## src/acc_pkg.sv

```systemverilog
/*
  Shared constants and types of the converter control block: register
  offsets, field positions, reset values, divider settings and the
  state record. Assumes an 8-bit register port and a 10-bit converter core.
*/
package acc_pkg;

  // Register offsets
  localparam logic [7:0] ACC_OFS_CTL = 8'hC0;
  localparam logic [7:0] ACC_OFS_RLO = 8'hC1;
  localparam logic [7:0] ACC_OFS_RHI = 8'hC2;
  localparam logic [7:0] ACC_OFS_PSW = 8'hC6;

  // Field positions
  localparam int ACC_CTL_EN_BIT    = 7;
  localparam int ACC_CTL_EXT_BIT   = 5;
  localparam int ACC_CTL_DONE_BIT  = 4;
  localparam int ACC_CTL_START_BIT = 3;
  localparam int ACC_CTL_CH_LSB    = 0;
  localparam int ACC_RLO_CLK_LSB   = 6;

  // Reset values
  localparam logic [1:0] ACC_CLKSEL_RST = 2'h0;
  localparam logic [7:0] ACC_PSW_RST    = 8'h00;

  // Converter clock select codes and divisors
  localparam logic [1:0] ACC_CLK_DIV4  = 2'h0;
  localparam logic [1:0] ACC_CLK_DIV8  = 2'h1;
  localparam logic [1:0] ACC_CLK_DIV16 = 2'h2;
  localparam logic [4:0] ACC_DIV4      = 5'h04;
  localparam logic [4:0] ACC_DIV8      = 5'h08;
  localparam logic [4:0] ACC_DIV16     = 5'h10;

  typedef enum logic [1:0] {
    ACC_IDLE    = 2'b00,
    ACC_CONVERT = 2'b01,
    ACC_FINISH  = 2'b10
  } acc_phase_t;

  // Requests to the converter core
  typedef struct packed {
    logic       enable;
    logic       start;
    logic [2:0] channel;
  } acc_core_req_t;

  // Answer from the converter core
  typedef struct packed {
    logic       done;
    logic [9:0] result;
  } acc_core_rsp_t;

  // Whole state of the control block
  typedef struct packed {
    acc_phase_t phase;
    logic       enable;
    logic       ext_en;
    logic       done;
    logic       busy;
    logic [2:0] channel;
    logic [1:0] clksel;
    logic [9:0] result;
    logic [7:0] pin_switch;
    logic       ext_prev;
    logic [7:0] rdata;
    logic       start_pulse;
    logic       irq;
  } acc_ctl_state_t;

  localparam acc_ctl_state_t ACC_STATE_RST = '{
    phase:      ACC_IDLE,
    clksel:     ACC_CLKSEL_RST,
    pin_switch: ACC_PSW_RST,
    default:    '0
  };

endpackage

```

## src/acc_top.sv

```systemverilog
/*
  Conversion control of a 10-bit successive-approximation converter:
  control, result and pin-switch registers, software and external
  start, done flag with interrupt request, converter clock divider.
  Assumes the core answers with a one-cycle done pulse and its result,
  and that all inputs are synchronous to REF_CLK.
*/
`timescale 1ns/1ps

module acc_top
  import acc_pkg::*;
(
  // Clock and reset
  input  wire logic          REF_CLK,
  input  wire logic          SYS_RST,
  // Register port
  input  wire logic [7:0]    REG_ADDR,
  input  wire logic [7:0]    REG_WDATA,
  input  wire logic          REG_WR,
  input  wire logic          REG_RD,
  output logic [7:0]         REG_RDATA,
  // Interrupt request
  input  wire logic          IRQ_ENABLE,
  output logic               CONV_IRQ,
  // External trigger pin
  input  wire logic          EXT_START_PIN,
  // Converter core
  output acc_core_req_t      CORE_REQ,
  output logic               CORE_CLK_TICK,
  input  wire acc_core_rsp_t CORE_RSP,
  // Shared pin mode
  output logic [7:0]         ANALOG_PIN_SWITCH
);

  acc_ctl_state_t cur;
  acc_ctl_state_t next_cur;

  logic wr_ctl;
  logic wr_rlo;
  logic wr_psw;
  logic ext_rise;
  logic sw_go;
  logic done_hold;
  logic go;
  logic en_now;

  // Address match for one register
  function automatic logic hit(input logic [7:0] addr, input logic [7:0] ofs);
    return addr == ofs;
  endfunction

  // Write decode and start sources
  always_comb begin
    wr_ctl    = REG_WR && hit(REG_ADDR, ACC_OFS_CTL);
    wr_rlo    = REG_WR && hit(REG_ADDR, ACC_OFS_RLO);
    wr_psw    = REG_WR && hit(REG_ADDR, ACC_OFS_PSW);
    ext_rise  = EXT_START_PIN && !cur.ext_prev;
    sw_go     = wr_ctl && REG_WDATA[ACC_CTL_START_BIT];
    // Writing zero clears done; writing one leaves it alone
    done_hold = cur.done && !(wr_ctl && !REG_WDATA[ACC_CTL_DONE_BIT]);
    // Pin edge counts only with the trigger enabled
    go        = sw_go || (cur.ext_en && ext_rise);
    // Enable as this write leaves it, so one write may enable and start
    en_now    = wr_ctl ? REG_WDATA[ACC_CTL_EN_BIT] : cur.enable;
  end

  // Next state: registers, conversion sequence, read data
  always_comb begin
    next_cur = cur;
    next_cur.start_pulse = 1'b0;
    next_cur.ext_prev = EXT_START_PIN;
    next_cur.done = done_hold;
    next_cur.rdata = 8'h00;

    if (wr_ctl) begin
      next_cur.enable = REG_WDATA[ACC_CTL_EN_BIT];
      next_cur.ext_en = REG_WDATA[ACC_CTL_EXT_BIT];
      // Locked while a conversion is pending or the done flag is set
      if (!cur.done && !cur.busy) begin
        next_cur.channel = REG_WDATA[ACC_CTL_CH_LSB +: 3];
      end
    end
    if (wr_rlo) begin
      next_cur.clksel = REG_WDATA[ACC_RLO_CLK_LSB +: 2];
    end
    if (wr_psw) begin
      next_cur.pin_switch = REG_WDATA;
    end

    case (cur.phase)
      ACC_IDLE: begin
        // Done after this write's clear decides, so clear-plus-start works
        if (en_now && go && !done_hold && !cur.busy) begin
          next_cur.phase = ACC_CONVERT;
          next_cur.busy = 1'b1;
          next_cur.start_pulse = 1'b1;
        end
      end
      ACC_CONVERT: begin
        if (!cur.enable) begin
          // Disabling abandons the conversion with no result
          next_cur.phase = ACC_IDLE;
          next_cur.busy = 1'b0;
        end else if (CORE_RSP.done) begin
          // Flag and both result bytes in one edge; set beats a clear
          next_cur.result = CORE_RSP.result;
          next_cur.done = 1'b1;
          next_cur.phase = ACC_FINISH;
        end
      end
      ACC_FINISH: begin
        // Busy drops one cycle after done rises
        next_cur.busy = 1'b0;
        next_cur.phase = ACC_IDLE;
      end
      default: begin
        next_cur.phase = ACC_IDLE;
        next_cur.busy = 1'b0;
      end
    endcase

    // Request follows the flag; the enable comes from the interrupt controller
    next_cur.irq = cur.done && IRQ_ENABLE;

    // Read data, valid in the cycle after the strobe only
    if (REG_RD) begin
      if (hit(REG_ADDR, ACC_OFS_CTL)) begin
        next_cur.rdata = {cur.enable, 1'b0, cur.ext_en, cur.done, cur.busy, cur.channel};
      end else if (hit(REG_ADDR, ACC_OFS_RLO)) begin
        next_cur.rdata = {cur.clksel, 4'h0, cur.result[1:0]};
      end else if (hit(REG_ADDR, ACC_OFS_RHI)) begin
        next_cur.rdata = cur.result[9:2];
      end else if (hit(REG_ADDR, ACC_OFS_PSW)) begin
        next_cur.rdata = cur.pin_switch;
      end else begin
        next_cur.rdata = 8'h00;
      end
    end
  end

  always_ff @(posedge REF_CLK) begin
    if (SYS_RST) begin
      cur <= ACC_STATE_RST;
    end else begin
      cur <= next_cur;
    end
  end

  // Converter clock; its rate limit is software's business
  acc_clkdiv #(
    .CNT_W (4)
  ) u_clkdiv (
    .clk  (REF_CLK),
    .rst  (SYS_RST),
    .run  (cur.enable),
    .sel  (cur.clksel),
    .tick (CORE_CLK_TICK)
  );

  // Outputs straight from state
  assign REG_RDATA         = cur.rdata;
  assign CONV_IRQ          = cur.irq;
  assign CORE_REQ.enable   = cur.enable;
  assign CORE_REQ.start    = cur.start_pulse;
  assign CORE_REQ.channel  = cur.channel;
  assign ANALOG_PIN_SWITCH = cur.pin_switch;
endmodule

```

## src/acc_clkdiv.sv

```systemverilog
/*
  Converter clock divider: one-cycle tick every 4, 8 or 16 reference
  cycles. Assumes the select code may change at any time.
*/
`timescale 1ns/1ps
module acc_clkdiv
  import acc_pkg::*;
#(
  parameter int CNT_W = 4
) (
  // Clock and reset
  input  wire logic       clk,
  input  wire logic       rst,
  // Control
  input  wire logic       run,
  input  wire logic [1:0] sel,
  // Tick to the converter core
  output logic            tick
);

  typedef struct packed {
    logic [CNT_W-1:0] count;
    logic             tick;
  } acc_div_state_t;

  acc_div_state_t cur;
  acc_div_state_t next_cur;

  // Counter must reach the largest divisor minus one
  if (CNT_W < 4) begin : g_bad_width
    $error("acc_clkdiv: CNT_W must be at least 4");
  end

  // Last count of one converter clock period
  function automatic logic [CNT_W-1:0] last_count(input logic [1:0] s);
    logic [4:0] div;
    case (s)
      ACC_CLK_DIV4: div = ACC_DIV4;
      ACC_CLK_DIV8: div = ACC_DIV8;
      default:      div = ACC_DIV16; // Reserved code runs at the slowest rate
    endcase
    return CNT_W'(div - 5'h01);
  endfunction

  // Counting; a late select change is caught by the >= compare
  always_comb begin
    next_cur = cur;
    next_cur.tick = 1'b0;
    if (!run) begin
      next_cur.count = '0;
    end else if (cur.count >= last_count(sel)) begin
      next_cur.count = '0;
      next_cur.tick = 1'b1;
    end else begin
      next_cur.count = cur.count + CNT_W'(1);
    end
  end

  always_ff @(posedge clk) begin
    if (rst) begin
      cur <= '0;
    end else begin
      cur <= next_cur;
    end
  end

  assign tick = cur.tick;

endmodule

```

## config.mk

```make
export PLATFORM = sky130hd
export DESIGN_NAME = acc_top
export DESIGN_NICKNAME = d
export VERILOG_FILES = /design/src/acc_pkg.sv /design/src/acc_top.sv /design/src/acc_clkdiv.sv
export SDC_FILE = /design/constraint.sdc
export NUM_CORES = 1
export LEC_CHECK = 0
export BUFFER_PORTS_ARGS = -buffer_cell sky130_fd_sc_hd__buf_2
export CORE_MARGIN = 8
export CORE_UTILIZATION = 51
export CTS_CLUSTER_SIZE = 12
export DETAILED_ROUTE_END_ITERATION = 10
export HOLD_SLACK_MARGIN = 0.12
export PLACE_DENSITY = 0.83
export SLEW_MARGIN = 25
export SYNTH_ARGS = -nofsm -noshare
export SYNTH_HDL_FRONTEND = slang
export SYNTH_SLANG_ARGS = --single-unit
```

## constraint.sdc

```tcl
create_clock -name REF_CLK -period 1.7 [get_ports REF_CLK]
set_input_delay 0.255 -clock REF_CLK [delete_from_list [all_inputs] [get_ports REF_CLK]]
set_output_delay 0.255 -clock REF_CLK [all_outputs]
set_load 0.01 [all_outputs]
```

==> results.md, run 1 <==
* Outcome: finished, final reports clean
* Antenna violations before repair at 0
* Number of gates resized after CTS at 0
* # IOs at between 50 and 60
* Count of cell types in the netlist at 38
* Overall power at around 1.9 mW
* WHS Path Cells at 3
* Initial DRC Count at 131
* R2R depth at 6
* Dpl cell area at roughly 0.0022 mm²
* Clock latency on the worst-skew pair at roughly 0.30 ns
* RSZ-0062 raised after global routing: no
* RePlAce Congestion at 0.7999
* Critical Path Start Type: flop
* Detailed Routing Iterations Pass 1 at 4
* Num Clock Sinks at 45
* Largest net degree at the start of global routing at 24
* Post-synth top area share at between 40% and 50%
* First-pass GRT wire length at between 7000 and 8000 µm
* Fin Setup TNS at 0 ns
* CORE AREA at ~0.004 mm²
* Cells after synthesis at 216
* Synth warnings at 0
* Worst reg2reg path endpoint: u_clkdiv.cur[4]
* Post-synthesis register bit count at 45
* Seq/Total Area, Yosys at 44.72%
* CP endpoint kind: flop
* DRC violations left at 0
* Worst r2r src: cur[30]
* Number of global-route vias before repair at about 1600
* Setup CP Type: flop to flop
* Area grow syn2layout at 14.72%
* TritonCTS buffer count at 5
* Drt wl/cell at 15.58 µm
* Worst Hold Class: input port to flop
* Row cnt at 23
* CTS Root Cell: clkbuf_8
* Final net count at 293
* DR vias/cell at around 5.3
* Starting Density at about half
* Final setup fails at 0
* Worst clock skew at around 0.0043 ns
* Leakage power at 1.009 nW
* VDD IR max at between 0.5 and 0.6 mV
* Clk pin slew, worst setup/hold paths at about 0.080 ns
* Slew Limit Headroom at approximately three quarters
* Max Slew Vio Count at 0
* # port buffers at 55
* DP Wirelength at 3534 µm
* Worst path arrival time at approximately 1.7 ns
* R2R Setup Slk at approximately 0.22 ns
* Layout cells sized above 1 at 28.40%
* Max-cap violations at 0
* Fin util at ~59%
* Min-delay src: IRQ_ENABLE
* Design Area, Final at approximately 0.0023 mm²
* Total gr overflow at 0
* Max Freq at between 600 and 700 MHz
* Hold endpoint: CONV_IRQ
* Min cycle time layout at between 1 and 1.5 ns
* Fin crit share at 87.26%
* CTS max path bufs at 2
* ANT nets after route at 0
* WL final at about 4800 µm
* Fin cells at just over 300
* Mean Syn Cell Area at a little over 9 µm²
* Postcts setup bufs at 0
* Post-synth top area cell: dfxtp_1
* CP required at slightly below 2 ns
* Die ar. at a little over 0.006 mm²
* Setup ws final at approximately 0.22 ns
* Synth area leaders: dfxtp_1 45%, mux2i_1 11%, buf_4 7.8%, nor2_1 5.6%, nand2_1 4.8%
* Power per cell area at 833.8 mW/mm²
* Horiz. Die Dim at slightly below 80 µm
* Hold_buf cts at 0
* Die H at 78.85 µm
* Vias post-DR at roughly 1600
* WHS at approximately 0.16 ns
* Post-synthesis cell area at 0.002014 mm²
* Number of antenna diodes at 0
* Final Hold Viols at 0
* Slew at the pin closest to its max-slew limit at roughly 0.37 ns
* Synth Net Count at approximately 250
* CTS tree: yes
* Gr usage total at 15.56%
* Cells after DPL at 300
* H-tree Lvls at 2
* Crit-path max FO at 4
* Post-place setup slack at ~0.16 ns
-- worst max-delay path, stage by stage (launching register included) --
cell      delay (ns)
dfxtp_1         0.37
nor2_1          0.06
ha_1            0.29
a21o_1          0.19
a21oi_1         0.19
nand3b_1        0.18
nor2_1          0.14
-- Yosys cell counts, drive strengths merged --
cell type and number:
a21boi 1, a21o 1, a21oi 15, a222oi 1, a32oi 1, and3b 1
and4 3, and4b 1, and4bb 1, buf 24, clkbuf 3, dfxtp 45
ha 3, inv 3, mux2 1, mux2i 22, nand2 26, nand2b 3
nand3 3, nand3b 1, nand4 3, nand4b 2, nand4bb 1, nor2 30
nor2b 4, nor3 1, nor3b 3, nor4 2, o2111a 1, o21bai 1
o2bb2ai 4, o32a 2, or2 1, xnor2 1, xor2 1
-- routing by layer --
metal  up-vias  routed length (µm)  global-route usage, %
met5         -                   0                      0
met4         0                  96                  7.037
met3         9                 375                  5.530
met2        56                2261                  25.19
met1       759                2048                  18.08
li1        808                   -                      -
-- report_power, final --
group	switching (mW)	internal (mW)	leakage, nW
combinational	0.0532	0.0456	0.593
sequential	0.000626	1.05	0.363
clock	0.346	0.427	0.0540
total	0.400	1.53	1.01
-- flip-flops by register name, indices dropped and copies added, names as in the netlist --
register and flops:
cur 18, ANALOG_PIN_SWITCH 8, REG_RDATA 8, CORE_REQ 5
u_clkdiv.cur 4, CONV_IRQ 1, u_clkdiv.tick 1
-- layout by cell type (no fill, tap or decap), types with 4 or more instances in the layout --
master	count
buf_2	55
dfxtp_1	45
nor2_1	30
nand2_1	26
mux2i_1	22
a21oi_1	15
buf_4	6
clkbuf_8	5
nor2b_1	4
o2bb2ai_1	4
-- worst max path at each step --
stage	startpoint	end	slack [ns]
6_report	cur[30]	u_clkdiv.cur[4]	0.22
5_1_grt	cur[30]	u_clkdiv.cur[4]	0.08
4_1_cts	cur[30]	u_clkdiv.cur[4]	0.21
3_5_place_dp	REG_ADDR[3]	ANALOG_PIN_SWITCH[1]	0.16
3_3_place_gp	REG_ADDR[5]	ANALOG_PIN_SWITCH[3]	0.20
2_1_floorplan	cur[30]	u_clkdiv.cur[3]	0.40
-- logic make-up after synthesis --
group           share of synthesized area [%]
mux                                     11.49
compound gates                          9.069
fa+ha+maj                               1.864
flops                                   44.72
xor+xnor                               0.8697
buf+inv                                 10.00
simple gates                            21.99
-- area by class of cell --
| class | instances | area [µm²] |
|---|---|---|
| Clock buffer | 5 | 68.82 |
| Tap cell | 50 | 62.56 |
| Multi-Input combinational cell | 141 | 912.1 |
| Inverter | 3 | 11.26 |
| Fill cell | 383 | 1603 |
| Sequential cell | 45 | 900.9 |
| Clock inverter | 2 | 35.03 |
| Timing Repair Buffer | 61 | 320.3 |
Note: power is estimated with default switching activity, not from simulation.
==> inputs of run 2 (changes only) <==
Settings changed: CTS_BUF_LIST set to sky130_fd_sc_hd__clkbuf_16.
==> results.md, run 2 (same netlist as run 1, synthesis figures left out) <==
* Outcome: finished, final reports clean
* R2R depth at 6 (unchanged)
* Design Area, Final at 0.002367 mm² (+2.4%)
* Die H at 78.85 µm (unchanged)
* Max reg flops at 18 (unchanged)
* DRC violations left at 0 (unchanged)
* Gr usage total at 15.48% (-0.071 points)
* TritonCTS buffer count at 5 (unchanged)
* Crit path capture: u_clkdiv.cur[4]
* RePlAce Congestion at 0.7999 (unchanged)
* Fin cells at 307 (unchanged)
* Number of antenna diodes at 0 (unchanged)
* Antenna violations before repair at 0 (unchanged)
* Slew Limit Headroom at 76.71% (+1.2 points)
* ANT nets after route at 0 (unchanged)
* Horiz. Die Dim at 78.85 µm (unchanged)
* Setup ws final at 0.2265 ns (+0.009917 ns)
* Row cnt at 23 (unchanged)
* Dpl cell area at 0.002207 mm² (unchanged)
* Final net count at 293 (unchanged)
* Number of gates resized after CTS at 0 (unchanged)
* Drt wl/cell at 15.42 µm (-0.98%)
* VDD IR max at 0.5468 mV (+7.0%)
* Fin crit share at 86.68% (-0.58 points)
* Critical Path Stages at 6 (unchanged)
* Clock latency on the worst-skew pair at 0.28 ns (-0.02 ns)
* Power per cell area at 934.6 mW/mm² (+12%)
* DP Wirelength at 3534 µm (unchanged)
* Num Clock Sinks at 45 (unchanged)
* Starting Density at 51.47% (unchanged)
* Final setup fails at 0 (unchanged)
* Hold_buf cts at 0 (unchanged)
* Worst path max stage delay at 0.36 ns (about the same)
* CTS Root Cell: clkbuf_16
* Leakage power at 1.035 nW (+2.5%)
* Min cycle time layout at 1.474 ns (-0.009917 ns)
* Max Freq at 678.6 MHz (+0.67%)
* CP required at 1.92 ns (-0.02 ns)
* Net switching power at 0.4292 mW (+7.3%)
* CTS tree: yes
* H-tree Lvls at 2 (unchanged)
* # IOs at 56 (unchanged)
* Cells after DPL at 300 (unchanged)
* Worst clock skew at 0.003579 ns (-0.0007095 ns)
* R2R Setup Slk at 0.23 ns (about the same)
* Post-place setup slack at 0.1649 ns (unchanged)
* CP startpoint: cur[30]
* CP endpoint kind: flop
* Switch share at 19.40% (-1.3 points)
* Die ar. at 0.006217 mm² (unchanged)
* Pint at 1.783 mW (+17%)
* Clk pin slew, worst setup/hold paths at 0.06 ns (-0.02 ns)
* Register share of total power at 47.8% (-7.0 points)
* Worst reg2reg path endpoint: u_clkdiv.cur[4]
* Final Hold Viols at 0 (unchanged)
* Clk network pwr share at 47.8% (+7.7 points)
* # port buffers at 55 (unchanged)
* WP buf/inv at 0 (unchanged)
* Commonest cells after routing, fill and taps aside: 55 x buf_2, 45 x dfxtp_1, 30 x nor2_1
* First-pass GRT wire length at 7541 µm (-1.2%)
* Setup CP Type: flop to flop
* Number of global-route vias before repair at 1619 (+1.1%)
* Worst r2r src: cur[30]
* Initial DRC Count at 113 (-14%)
* Crit-path slowest cell: dfxtp_1
* Commonest non-fill, non-tap cell in the layout: buf_2
* Postcts setup bufs at 0 (unchanged)
* Max Slew Vio Count at 0 (unchanged)
* CORE AREA at 0.003914 mm² (unchanged)
* RSZ-0062 raised after global routing: no
* DR vias/cell at 5.339 (+0.43%)
* Crit-path max FO at 4 (unchanged)
* Total gr overflow at 0 (unchanged)
* Vias post-DR at 1639 (+0.43%)
* WL final at 4735 µm (-0.98%)
* Detailed Routing Iterations Pass 1 at 4 (unchanged)
* Max-cap violations at 0 (unchanged)
* Largest reg by FF count: cur
* Fin Setup TNS at 0 ns (unchanged)
* Worst path arrival time at 1.70 ns (-0.02 ns)
* Most used cell, CP: nor2_1
* Comb pwr share at 4.5% (-0.6 points)
* Area grow syn2layout at 17.52%
* Top delay family on crit path: simple AND/OR/NAND/NOR gates
* Slew at the pin closest to its max-slew limit at 0.3475 ns (-0.01960 ns)
* CTS max path bufs at 2 (unchanged)
* Layout cells sized above 1 at 28.40% (unchanged)
* Crit-path cells: nor2_1, ha_1, a21o_1, a21oi_1, nand3b_1, nor2_1
* Critical Path Start Type: flop
* Worst Hold Class: input port to flop
* Largest net degree at the start of global routing at 24 (unchanged)
* Overall power at 2.212 mW (+15%)
run 2: cell counts in the layout (fill, tap and decap cells not counted):
Identical to the previous run, type by type.
run 2: worst min-delay path by stage:
stage          slack [ns]         endpoint  cells after the start       startpoint
5_1_grt              0.18         CONV_IRQ                      3       IRQ_ENABLE
3_5_place_dp         0.45          cur[28]                      2          cur[28]
3_3_place_gp         0.43  u_clkdiv.cur[1]                      1  u_clkdiv.cur[1]
4_1_cts              0.18         CONV_IRQ                      3       IRQ_ENABLE
6_report             0.18         CONV_IRQ                      3       IRQ_ENABLE
2_1_floorplan        0.37         CONV_IRQ                      2       IRQ_ENABLE
run 2: cell type report:
class | count | area, µm²
tap | 50 | 62.56
clock inverter | 2 | 35.03
fill | 378 | 1546
clock buffer | 5 | 125.1
sequential | 45 | 900.9
multi-input combinational | 141 | 912.1
timing repair buffer | 61 | 320.3
inverter | 3 | 11.26
run 2: power groups by stage:
stage / clock network (mW) / registers [mW] / logic, mW
floorplan: 0 / 1.08 / 0.0370
global placement: 0 / 1.08 / 0.0962
detailed placement: 0 / 1.08 / 0.0968
CTS: 1.07 / 1.06 / 0.0978
global route: 1.11 / 1.06 / 0.106
finish: 1.06 / 1.06 / 0.0986
run 2: routing by layer:
layer  wire, µm  up-vias  GRT usage, %
met2       2158       53         24.77
met3        377       10         6.433
met1       2087      765         17.54
met5          0        -             0
met4        111        0         7.407
li1           -      811             -
run 2: metrics by stage:
stage / utilization, % / hold WS (ns)
after global placement: 56.39 / 0.4331
final: 60.49 / 0.1802
after floorplan: - / 0.3672
after global routing: 60.49 / 0.1760
after CTS: 60.49 / 0.1765
after detailed placement: 56.39 / 0.4465
run 2: worst register-to-register path: stages, from the launching register on:
cell      delay (ns)
dfxtp_1         0.36
nor2_1          0.06
ha_1            0.29
a21o_1          0.19
a21oi_1         0.19
nand3b_1        0.18
nor2_1          0.14
